--- config.mk ---
export PLATFORM = sky130hd
export DESIGN_NAME = mcu_interrupt_sequencer
export DESIGN_NICKNAME = d
export VERILOG_FILES = /design/src/irq_seq_pkg.sv /design/src/mcu_interrupt_sequencer.sv
export VERILOG_INCLUDE_DIRS = /design/src /design/src/src
export SDC_FILE = /design/constraint.sdc
export NUM_CORES = 1
export LEC_CHECK = 0
export ABC_AREA = 1
export BUFFER_PORTS_ARGS = -buffer_cell sky130_fd_sc_hd__buf_4
export CORE_MARGIN = 2
export CORE_UTILIZATION = 53
export DETAILED_ROUTE_END_ITERATION = 16
export PLACE_DENSITY = 0.85
export SETUP_SLACK_MARGIN = 0.15
export SYNTH_ARGS = -nofsm -noshare
export SYNTH_HDL_FRONTEND = slang
export SYNTH_SLANG_ARGS = --single-unit
--- constraint.sdc ---
create_clock -name core_clk_in -period 3.34 [get_ports core_clk_in]
set_clock_uncertainty 0.2 [all_clocks]
set_input_delay 0.835 -clock core_clk_in [delete_from_list [all_inputs] [get_ports core_clk_in]]
set_output_delay 0.835 -clock core_clk_in [all_outputs]
set_load 0.02 [all_outputs]
--- src/irq_seq_consts.svh ---
// Register indexes, field positions and vector addresses of the interrupt sequencer.
`ifndef IRQ_SEQ_CONSTS_SVH
`define IRQ_SEQ_CONSTS_SVH

`define IDX_KEY_ENABLE     5'h0b
`define IDX_KEY_FLAG       5'h0c
`define IDX_BYTE_TIMER     5'h0d
`define IDX_T16_CONTROL    5'h12
`define IDX_T16_STATUS     5'h13
`define IDX_CAPTURE_LOW    5'h14
`define IDX_COMPARE_LOW    5'h15
`define IDX_COUNTER_LOW    5'h16
`define IDX_MISC_CTRL      5'h1c
`define IDX_PULLUP_ENABLE  5'h1d

`define MISC_EXT_EN_BIT    0
`define MISC_EDGE_ONLY_BIT 1
`define MISC_CAP_EN_BIT    2
`define MISC_CMP_EN_BIT    3
`define T16_OVF_EN_BIT     5
`define T16_CAP_FLAG_BIT   7
`define T16_CMP_FLAG_BIT   6
`define T16_OVF_FLAG_BIT   5
`define T8_FLAG_BIT        7
`define T8_EN_BIT          6
`define FLAGS_MASK_BIT     3

`define VEC_SOFT           16'h1ffc
`define VEC_EXT            16'h1ffa
`define VEC_T16            16'h1ff8
`define VEC_T8             16'h1ff6
`define VEC_KEY            16'h1ff4

`define STACK_BYTES        3'h5
`define RESP_OKAY          2'h0
`define RESP_SLVERR        2'h2

`endif

--- src/irq_seq_pkg.sv ---
// Types shared by the interrupt sequencer.
package irq_seq_pkg;

	typedef enum logic [1:0] {
		SEQ_IDLE,
		SEQ_PUSH,
		SEQ_VECTOR,
		SEQ_PULL
	} seq_state_t;

	typedef struct packed {
		logic       strobe;
		logic [7:0] data;
	} stack_push_t;

	typedef struct packed {
		logic ext;
		logic t16;
		logic t8;
		logic key;
	} irq_req_t;

endpackage : irq_seq_pkg

--- src/mcu_interrupt_sequencer.sv ---
// Interrupt sequencer: request latching, priority, stacking and register file.
`include "irq_seq_consts.svh"

module mcu_interrupt_sequencer
	import irq_seq_pkg::*;
(
	input  wire logic        core_clk_in,
	input  wire logic        rst_b_in,
	input  wire logic        awvalid_in,
	output logic             awready_out,
	input  wire logic [7:0]  awaddr_in,
	input  wire logic        wvalid_in,
	output logic             wready_out,
	input  wire logic [31:0] wdata_in,
	input  wire logic [3:0]  wstrb_in,
	output logic             bvalid_out,
	input  wire logic        bready_in,
	output logic [1:0]       bresp_out,
	input  wire logic        arvalid_in,
	output logic             arready_out,
	input  wire logic [7:0]  araddr_in,
	output logic             rvalid_out,
	input  wire logic        rready_in,
	output logic [31:0]      rdata_out,
	output logic [1:0]       rresp_out,
	input  wire logic        insn_boundary_in,
	input  wire logic        soft_trap_in,
	input  wire logic        return_in,
	input  wire logic        clear_mask_in,
	input  wire logic [15:0] pc_in,
	input  wire logic [7:0]  index_in,
	input  wire logic [7:0]  acc_in,
	input  wire logic [7:0]  flags_in,
	input  wire logic [7:0]  pull_data_in,
	input  wire logic        wait_mode_in,
	input  wire logic        stop_mode_in,
	input  wire logic        capture_event_in,
	input  wire logic        compare_event_in,
	input  wire logic        overflow_event_in,
	input  wire logic        byte_timer_zero_in,
	input  wire logic        shared_pin_a_in,
	input  wire logic        led_on_in,
	input  wire logic [3:0]  key_pins_in,
	output stack_push_t      push_out,
	output logic             vec_load_out,
	output logic [15:0]      vec_addr_out,
	output logic             pull_strobe_out,
	output logic [2:0]       pull_sel_out,
	output logic             busy_out,
	output logic             irq_mask_out,
	output logic             wake_out,
	output logic             shared_pin_a_oe_out,
	output logic [7:0]       pullup_en_out
);

	////////////////////////////////////////////////////////////////////////////////
	// Pin synchronisers.

	logic [2:0] pin_a_sync_q;
	logic [3:0] key_meta_q;
	logic [3:0] key_sync_q;
	logic [3:0] key_last_q;

	always_ff @(posedge core_clk_in or negedge rst_b_in) begin
		if (!rst_b_in) begin
			pin_a_sync_q <= 3'h7;
			key_meta_q   <= 4'hf;
			key_sync_q   <= 4'hf;
			key_last_q   <= 4'hf;
		end else begin
			pin_a_sync_q <= {pin_a_sync_q[1:0], shared_pin_a_in};
			key_meta_q   <= key_pins_in;
			key_sync_q   <= key_meta_q;
			key_last_q   <= key_sync_q;
		end
	end

	logic pin_a_level;
	logic pin_a_fall;
	assign pin_a_level = pin_a_sync_q[1];
	assign pin_a_fall  = pin_a_sync_q[2] & ~pin_a_sync_q[1];

	////////////////////////////////////////////////////////////////////////////////
	// Register state.

	logic [7:0] misc_ctrl_q;
	logic       cap_en_q;
	logic       cmp_en_q;
	logic       ovf_en_q;
	logic [7:0] t16_ctrl_q;
	logic       cap_flag_q;
	logic       cmp_flag_q;
	logic       ovf_flag_q;
	logic [2:0] t16_armed_q;
	logic       t8_flag_q;
	logic       t8_en_q;
	logic [3:0] key_flag_q;
	logic [3:0] key_en_q;
	logic [7:0] pullup_q;
	logic       ext_latch_q;
	logic       mask_q;

	logic       ext_en;
	logic       edge_only;
	assign ext_en    = misc_ctrl_q[`MISC_EXT_EN_BIT];
	assign edge_only = misc_ctrl_q[`MISC_EDGE_ONLY_BIT];

	////////////////////////////////////////////////////////////////////////////////
	// AXI4-Lite slave.

	logic       have_aw_q;
	logic       have_w_q;
	logic [4:0] wr_idx_q;
	logic [7:0] wr_byte_q;
	logic       wr_lane_q;
	logic       do_wr;
	logic       do_rd;
	logic [4:0] rd_idx;
	logic       wr_hit;
	logic       rd_hit;
	logic [7:0] rd_byte;

	assign do_wr  = have_aw_q & have_w_q & ~bvalid_out;
	assign do_rd  = arvalid_in & arready_out;
	assign rd_idx = araddr_in[6:2];

	function automatic logic mapped(input logic [7:0] addr);
		logic [4:0] idx;
		idx = addr[6:2];
		mapped = ~addr[7] & (idx == `IDX_KEY_ENABLE || idx == `IDX_KEY_FLAG
			|| idx == `IDX_BYTE_TIMER || idx == `IDX_T16_CONTROL
			|| idx == `IDX_T16_STATUS || idx == `IDX_CAPTURE_LOW
			|| idx == `IDX_COMPARE_LOW || idx == `IDX_COUNTER_LOW
			|| idx == `IDX_MISC_CTRL || idx == `IDX_PULLUP_ENABLE);
	endfunction : mapped

	assign wr_hit = do_wr & wr_lane_q;
	assign rd_hit = do_rd & mapped(araddr_in);

	always_comb begin
		rd_byte = 8'h00;
		unique case (rd_idx)
			`IDX_KEY_ENABLE:    rd_byte = {4'h0, key_en_q};
			`IDX_KEY_FLAG:      rd_byte = {4'h0, key_flag_q};
			`IDX_BYTE_TIMER:    rd_byte = {t8_flag_q, t8_en_q, 6'h00};
			`IDX_T16_CONTROL:   rd_byte = t16_ctrl_q;
			`IDX_T16_STATUS:    rd_byte = {cap_flag_q, cmp_flag_q, ovf_flag_q, 5'h00};
			`IDX_MISC_CTRL:     rd_byte = misc_ctrl_q;
			`IDX_PULLUP_ENABLE: rd_byte = pullup_q;
			default:            rd_byte = 8'h00;
		endcase
	end

	always_ff @(posedge core_clk_in or negedge rst_b_in) begin
		if (!rst_b_in) begin
			awready_out <= 1'b1;
			wready_out  <= 1'b1;
			have_aw_q   <= 1'b0;
			have_w_q    <= 1'b0;
			wr_idx_q    <= 5'h00;
			wr_byte_q   <= 8'h00;
			wr_lane_q   <= 1'b0;
			bvalid_out  <= 1'b0;
			bresp_out   <= `RESP_OKAY;
		end else begin
			if (awvalid_in && awready_out) begin
				awready_out <= 1'b0;
				have_aw_q   <= 1'b1;
				wr_idx_q    <= awaddr_in[6:2];
				wr_lane_q   <= mapped(awaddr_in);
			end
			if (wvalid_in && wready_out) begin
				wready_out <= 1'b0;
				have_w_q   <= 1'b1;
				wr_byte_q  <= wstrb_in[0] ? wdata_in[7:0] : 8'h00;
			end
			if (do_wr) begin
				have_aw_q  <= 1'b0;
				have_w_q   <= 1'b0;
				bvalid_out <= 1'b1;
				bresp_out  <= wr_lane_q ? `RESP_OKAY : `RESP_SLVERR;
			end
			if (bvalid_out && bready_in) begin
				bvalid_out  <= 1'b0;
				awready_out <= 1'b1;
				wready_out  <= 1'b1;
			end
		end
	end

	always_ff @(posedge core_clk_in or negedge rst_b_in) begin
		if (!rst_b_in) begin
			arready_out <= 1'b1;
			rvalid_out  <= 1'b0;
			rdata_out   <= 32'h0000_0000;
			rresp_out   <= `RESP_OKAY;
		end else if (do_rd) begin
			arready_out <= 1'b0;
			rvalid_out  <= 1'b1;
			rdata_out   <= {24'h00_0000, rd_hit ? rd_byte : 8'h00};
			rresp_out   <= rd_hit ? `RESP_OKAY : `RESP_SLVERR;
		end else if (rvalid_out && rready_in) begin
			rvalid_out  <= 1'b0;
			arready_out <= 1'b1;
		end
	end

	////////////////////////////////////////////////////////////////////////////////
	// Control registers.

	// Byte-lane 0 alone carries the 8-bit registers; other lanes are ignored.
	always_ff @(posedge core_clk_in or negedge rst_b_in) begin
		if (!rst_b_in) begin
			misc_ctrl_q <= 8'h00;
			key_en_q    <= 4'h0;
			t8_en_q     <= 1'b0;
			pullup_q    <= 8'h00;
		end else if (wr_hit) begin
			unique case (wr_idx_q)
				`IDX_MISC_CTRL:     misc_ctrl_q <= {4'h0, wr_byte_q[3:0]};
				`IDX_KEY_ENABLE:    key_en_q    <= wr_byte_q[3:0];
				`IDX_BYTE_TIMER:    t8_en_q     <= wr_byte_q[`T8_EN_BIT];
				`IDX_PULLUP_ENABLE: pullup_q    <= wr_byte_q;
				default:            ;
			endcase
		end
	end

	// These enables keep their value over reset, so they have no reset branch.
	always_ff @(posedge core_clk_in) begin
		if (wr_hit && wr_idx_q == `IDX_MISC_CTRL) begin
			cap_en_q <= wr_byte_q[`MISC_CAP_EN_BIT];
			cmp_en_q <= wr_byte_q[`MISC_CMP_EN_BIT];
		end
		if (wr_hit && wr_idx_q == `IDX_T16_CONTROL) begin
			ovf_en_q   <= wr_byte_q[`T16_OVF_EN_BIT];
			t16_ctrl_q <= wr_byte_q;
		end
	end

	////////////////////////////////////////////////////////////////////////////////
	// Timer flags; a setting event always beats a clear in the same cycle.

	logic       status_rd;
	logic [2:0] low_touch;
	logic [2:0] t16_flags;
	logic [2:0] t16_events;
	logic [2:0] t16_clear;

	assign status_rd  = rd_hit & rd_idx == `IDX_T16_STATUS;
	assign low_touch[2] = rd_hit & rd_idx == `IDX_CAPTURE_LOW;
	assign low_touch[1] = (rd_hit & rd_idx == `IDX_COMPARE_LOW)
		| (wr_hit & wr_idx_q == `IDX_COMPARE_LOW);
	assign low_touch[0] = (rd_hit & rd_idx == `IDX_COUNTER_LOW)
		| (wr_hit & wr_idx_q == `IDX_COUNTER_LOW);
	assign t16_flags  = {cap_flag_q, cmp_flag_q, ovf_flag_q};
	assign t16_events = {capture_event_in, compare_event_in, overflow_event_in};
	assign t16_clear  = t16_armed_q & low_touch;

	always_ff @(posedge core_clk_in or negedge rst_b_in) begin
		if (!rst_b_in) begin
			cap_flag_q  <= 1'b0;
			cmp_flag_q  <= 1'b0;
			ovf_flag_q  <= 1'b0;
			t16_armed_q <= 3'h0;
		end else begin
			cap_flag_q  <= capture_event_in | (cap_flag_q & ~t16_clear[2]);
			cmp_flag_q  <= compare_event_in | (cmp_flag_q & ~t16_clear[1]);
			ovf_flag_q  <= overflow_event_in | (ovf_flag_q & ~t16_clear[0]);
			t16_armed_q <= (t16_armed_q | ({3{status_rd}} & t16_flags))
				& ~t16_clear & ~t16_events;
		end
	end

	always_ff @(posedge core_clk_in or negedge rst_b_in) begin
		if (!rst_b_in) begin
			t8_flag_q <= 1'b0;
		end else begin
			t8_flag_q <= byte_timer_zero_in | (t8_flag_q & ~(wr_hit
				& wr_idx_q == `IDX_BYTE_TIMER & wr_byte_q[`T8_FLAG_BIT]));
		end
	end

	// Flags follow edges whatever the pins are used for, so software clears them first.
	generate
		for (genvar k = 0; k < 4; k++) begin : g_key
			always_ff @(posedge core_clk_in or negedge rst_b_in) begin
				if (!rst_b_in) begin
					key_flag_q[k] <= 1'b0;
				end else begin
					key_flag_q[k] <= (key_last_q[k] & ~key_sync_q[k])
						| (key_flag_q[k] & ~(wr_hit & wr_idx_q == `IDX_KEY_FLAG
						& wr_byte_q[k]));
				end
			end
		end
	endgenerate

	////////////////////////////////////////////////////////////////////////////////
	// External request latch.

	seq_state_t state_q;
	logic       take_ext_q;
	logic       ext_clear;
	logic       ext_set;

	assign ext_clear = state_q == SEQ_VECTOR & take_ext_q;
	// Level mode re-asserts every cycle the pin is low, so a held line stays pending.
	assign ext_set   = pin_a_fall | (~edge_only & ~pin_a_level);

	always_ff @(posedge core_clk_in or negedge rst_b_in) begin
		if (!rst_b_in) begin
			ext_latch_q <= 1'b0;
		end else begin
			ext_latch_q <= ext_set | (ext_latch_q & ~ext_clear);
		end
	end

	always_ff @(posedge core_clk_in or negedge rst_b_in) begin
		if (!rst_b_in) begin
			shared_pin_a_oe_out <= 1'b0;
			pullup_en_out       <= 8'h00;
		end else begin
			shared_pin_a_oe_out <= led_on_in & ~ext_en;
			pullup_en_out       <= pullup_q;
		end
	end

	////////////////////////////////////////////////////////////////////////////////
	// Request gathering, priority and wake-up.

	irq_req_t req;
	logic     any_req;
	logic     t16_req;
	logic     key_req;
	logic     take_any;

	assign t16_req = (cap_flag_q & cap_en_q) | (cmp_flag_q & cmp_en_q)
		| (ovf_flag_q & ovf_en_q);
	assign key_req = |(key_flag_q & key_en_q);
	assign req     = '{ext: ext_latch_q & ext_en, t16: t16_req,
		t8: t8_flag_q & t8_en_q, key: key_req};
	assign any_req = req.ext | req.t16 | req.t8 | req.key;
	// Masked requests simply stay latched and are taken once the mask drops.
	assign take_any = insn_boundary_in & ~mask_q & any_req;

	always_ff @(posedge core_clk_in or negedge rst_b_in) begin
		if (!rst_b_in) begin
			wake_out <= 1'b0;
		end else begin
			wake_out <= (wait_mode_in & (req.ext | req.t16 | req.t8 | req.key))
				| (stop_mode_in & (req.ext | req.key));
		end
	end

	////////////////////////////////////////////////////////////////////////////////
	// Entry and return sequencer.

	logic [2:0]  step_q;
	logic [15:0] vec_sel_q;
	logic [2:0]  last_step;

	assign last_step = `STACK_BYTES - 3'h1;

	always_ff @(posedge core_clk_in or negedge rst_b_in) begin
		if (!rst_b_in) begin
			state_q      <= SEQ_IDLE;
			step_q       <= 3'h0;
			vec_sel_q    <= `VEC_SOFT;
			take_ext_q   <= 1'b0;
			busy_out     <= 1'b0;
			push_out     <= '0;
			vec_load_out <= 1'b0;
			vec_addr_out <= 16'h0000;
			pull_strobe_out <= 1'b0;
			pull_sel_out <= 3'h0;
		end else begin
			push_out.strobe <= 1'b0;
			vec_load_out    <= 1'b0;
			pull_strobe_out <= 1'b0;
			unique case (state_q)
				SEQ_IDLE: begin
					step_q <= 3'h0;
					if (insn_boundary_in && return_in) begin
						state_q  <= SEQ_PULL;
						busy_out <= 1'b1;
					end else if (insn_boundary_in && soft_trap_in) begin
						state_q    <= SEQ_PUSH;
						busy_out   <= 1'b1;
						vec_sel_q  <= `VEC_SOFT;
						take_ext_q <= 1'b0;
					end else if (take_any) begin
						state_q    <= SEQ_PUSH;
						busy_out   <= 1'b1;
						take_ext_q <= req.ext;
						if (req.ext) begin
							vec_sel_q <= `VEC_EXT;
						end else if (req.t16) begin
							vec_sel_q <= `VEC_T16;
						end else if (req.t8) begin
							vec_sel_q <= `VEC_T8;
						end else begin
							vec_sel_q <= `VEC_KEY;
						end
					end
				end
				SEQ_PUSH: begin
					push_out.strobe <= 1'b1;
					unique case (step_q)
						3'h0:    push_out.data <= pc_in[7:0];
						3'h1:    push_out.data <= pc_in[15:8];
						3'h2:    push_out.data <= index_in;
						3'h3:    push_out.data <= acc_in;
						default: push_out.data <= {flags_in[7:4], mask_q, flags_in[2:0]};
					endcase
					step_q <= step_q + 3'h1;
					if (step_q == last_step) begin
						state_q <= SEQ_VECTOR;
					end
				end
				SEQ_VECTOR: begin
					vec_load_out <= 1'b1;
					vec_addr_out <= vec_sel_q;
					state_q      <= SEQ_IDLE;
					busy_out     <= 1'b0;
				end
				SEQ_PULL: begin
					pull_strobe_out <= 1'b1;
					pull_sel_out    <= step_q;
					step_q          <= step_q + 3'h1;
					if (step_q == last_step) begin
						state_q  <= SEQ_IDLE;
						busy_out <= 1'b0;
					end
				end
			endcase
		end
	end

	// The mask is set together with the last push, one cycle before the vector load.
	always_ff @(posedge core_clk_in or negedge rst_b_in) begin
		if (!rst_b_in) begin
			mask_q       <= 1'b1;
			irq_mask_out <= 1'b1;
		end else begin
			if (state_q == SEQ_PUSH && step_q == last_step) begin
				mask_q       <= 1'b1;
				irq_mask_out <= 1'b1;
			end else if (pull_strobe_out && pull_sel_out == 3'h0) begin
				mask_q       <= pull_data_in[`FLAGS_MASK_BIT];
				irq_mask_out <= pull_data_in[`FLAGS_MASK_BIT];
			end else if (clear_mask_in) begin
				mask_q       <= 1'b0;
				irq_mask_out <= 1'b0;
			end
		end
	end

endmodule : mcu_interrupt_sequencer

==> metrics.csv <==
metric,value,unit
CTS tree,done,
Placeable Area,10300,µm²
Rows,37,
clock sinks,124,
Cells after Synth,624,
cell breakdown of the critical path,buf_4,
Final setup viols,0,
clock power share,33.0,%
Crit Path Max Fanout,10,
slew margin rel.,58.8,%
count of state elements after synthesis,124,
Port Buffer Count,136,
"commonest non-fill, non-tap cell in the layout",nand2_1,
ANT nets after route,0,
Initial DRC Count,371,
post-cts sizing count,0,
setup ws final,1.04,ns
setup TNS,0,ns
initial antenna violation count,0,
switching share of power,34.1,%
critical path type,flip-flop to output port,
Synth-to-Final Area Change,28.1,%
Cell variety after synth,36,
Pleak,3.56,nW
pwr/cell area,746,nW/µm²
number of flops mapped to enable cells by yosys,10,
sequential area share after synthesis,56.8,%
GRT Resource Usage Total,25.1,%
die extent in x,107,µm
CTS max path bufs,2,
Cell Int Power,3.53,mW
RePlAce Congestion,0.896,
"CP delay by family, top",flip-flops,
most frequent cells in the layout,"nand2_1, buf_4, dfrtp_1",
# IOs,206,
DRC viols,0,
maximum VDD drop,0.461,mV
met1 usage,29.7,%
net load switching power,1.83,mW
vias in the first global route,4667,
critical path's slowest cell,dfrtp_1,
worst hold path type,primary input to async pin,
global-route wire length before repair,22200,µm
fillcell total,759,
Seq pwr share,39.5,%
fmax,0.434,GHz
layout cells sized above 1,26.9,%
Die Footprint,11400,µm²
outcome,completed,
RSZ-0062 raised after global routing,false,
met3 usage,7.17,%
"Data arrival, critical path",1.27,ns
Startpoint Class,flip-flop,
Logic pwr share,27.5,%
Avg Inst Size Synth,8.98,µm²
# hold bufs at CTS,0,
CP endpoint kind,output port,
CP max stage delay,0.53,ns
"Reg clk slew, reported paths",0.06,ns
detailed-route via count,4814,
pre-CTS WS,1.01,ns
Tcrit/Tclk final,68.9,%
Netlist Area Pre-Place,5600,µm²
Setup Buffers After CTS,0,
register area,3180,µm²
ys async rst share,91.9,%
final core occ,69.8,%
H-tree Lvls,4,
chip height,107,µm
Multi-input gate area,1960,µm²
met2 GRT Util,43.1,%
average routed wire per standard cell,15.1,µm
# diodes,0,
Initial DRT Pass Iterations,6,
WL final,13700,µm
min cycle time layout,2.30,ns
worst-skew pair later-pin latency,0.52,ns
Post-DP HPWL,9920,µm
CTS Buf Count,17,
pin count of the biggest net entering global routing,68,
final net count,889,
Buf/Inv on CP,1,
Max Cap Viol,0,
Critical Path RT,2.30,ns
grt ovf,0,
most used flip-flop cell after synthesis,dfrtp_1,
synth warn,0,
Via density,5.29,
final hold violations,0,
worst-margin pin slew,0.618,ns
count of pins over their slew limit,0,
Root Driver,clkbuf_8,
gr busiest metal,met2,
Initial Utilization,54.5,%
## logic make-up (layout without fill, tap and decap cells)
logic type | after synthesis | in the layout | share of synthesized area (%)
and+or+nand+nor | 285 | 285 | 22.5
DFF | 124 | 124 | 56.8
buffers and inverters | 112 | 233 | 10.1
AOI/OAI and AO/OA | 97 | 97 | 9.45
adders and majority gates | 5 | 5 | 1.12
other | 1 | 30 | 0.0669
## power groups by stage
stage          combinational [mW]  clock, mW  sequential (mW)
6_report                     1.47       1.77             2.12
5_1_grt                      1.64       1.86             2.15
4_1_cts                      1.47       1.78             2.11
3_5_place_dp                 1.46          0             2.13
3_3_place_gp                 1.40          0             2.10
2_1_floorplan               0.783          0             2.24
## path summary, 6_finish.rpt
path                             startpoint              end  slack [ns]  depth (start not counted)
setup / recovery           vec_addr_out[11]  vec_addr_out[4]        1.04                          1
hold / removal                     rst_b_in         have_w_q        0.14                          1
setup reg to reg                arready_out     rdata_out[1]        1.34                          6
hold reg to reg             pin_a_sync_q[0]  pin_a_sync_q[1]        0.15                          0
max in group asynchronous          rst_b_in      arready_out        2.02                          2
min in group core_clk_in    pin_a_sync_q[0]  pin_a_sync_q[1]        0.15                          0
## synthesized netlist by cell type, types with 3 or more instances
cell        n  area share [%]
nand2_1   165              11
dfrtp_1    93              42
o21ai_0    71             6.3
nand3_1    59             5.3
inv_1      57             3.8
buf_4      38             5.1
nor2_1     24             1.6
dfstp_2    21             9.9
nand4_1    15             1.7
a21oi_1    10            0.89
edfxtp_1   10             5.4
clkbuf_1    6            0.40
nor2_2      6            0.67
nor3_1      6            0.54
ha_1        5             1.1
inv_2       4            0.27
o211ai_1    4            0.54
buf_2       3            0.27
o21ai_1     3            0.27
o221ai_1    3            0.47
## sequential cells by signal, summed over array words and instances, names as in the netlist, 3 cells and up
| name | flops |
|---|---|
| t16_armed_q | 3 |
| key_meta_q | 4 |
| misc_ctrl_q | 4 |
| key_last_q | 4 |
| key_flag_q | 4 |
| wr_byte_q | 8 |
| pullup_q | 8 |
| key_en_q | 4 |
| key_sync_q | 4 |
| push_out | 9 |
| t16_ctrl_q | 8 |
| vec_sel_q | 3 |
| pin_a_sync_q | 3 |
| rdata_out | 8 |
| pull_sel_out | 3 |
| pullup_en_out | 8 |
| wr_idx_q | 5 |
| step_q | 3 |
| vec_addr_out | 4 |
## cell type report
type,instances,area share [%]
Clock buffer,22,6.47
Clock inverter,10,1.57
Inverter,62,3.24
Multi-Input combinational cell,417,27.3
Sequential cell,124,44.3
Tap cell,136,2.37
Timing Repair Buffer,139,14.7
## per-layer routing
layer | vias up | routed length [µm]
met2 | 232 | 6940
met1 | 2273 | 5340
met4 | 0 | 352
li1 | 2272 | -
met3 | 37 | 1090
met5 | - | 0
## per-stage QoR
stage / total power, mW / std cells / cell area, µm² / hold WS (ns)
final: 5.36 / 910 / 7180 / 0.142
after floorplan: 3.02 / 653 / 5710 / 0.145
after CTS: 5.37 / 910 / 7180 / 0.144
after global routing: 5.65 / 910 / 7180 / 0.158
after global placement: 3.51 / 878 / 6600 / 0.145
after detailed placement: 3.58 / 878 / 6600 / 0.147
(Power assumes the default switching activity.)
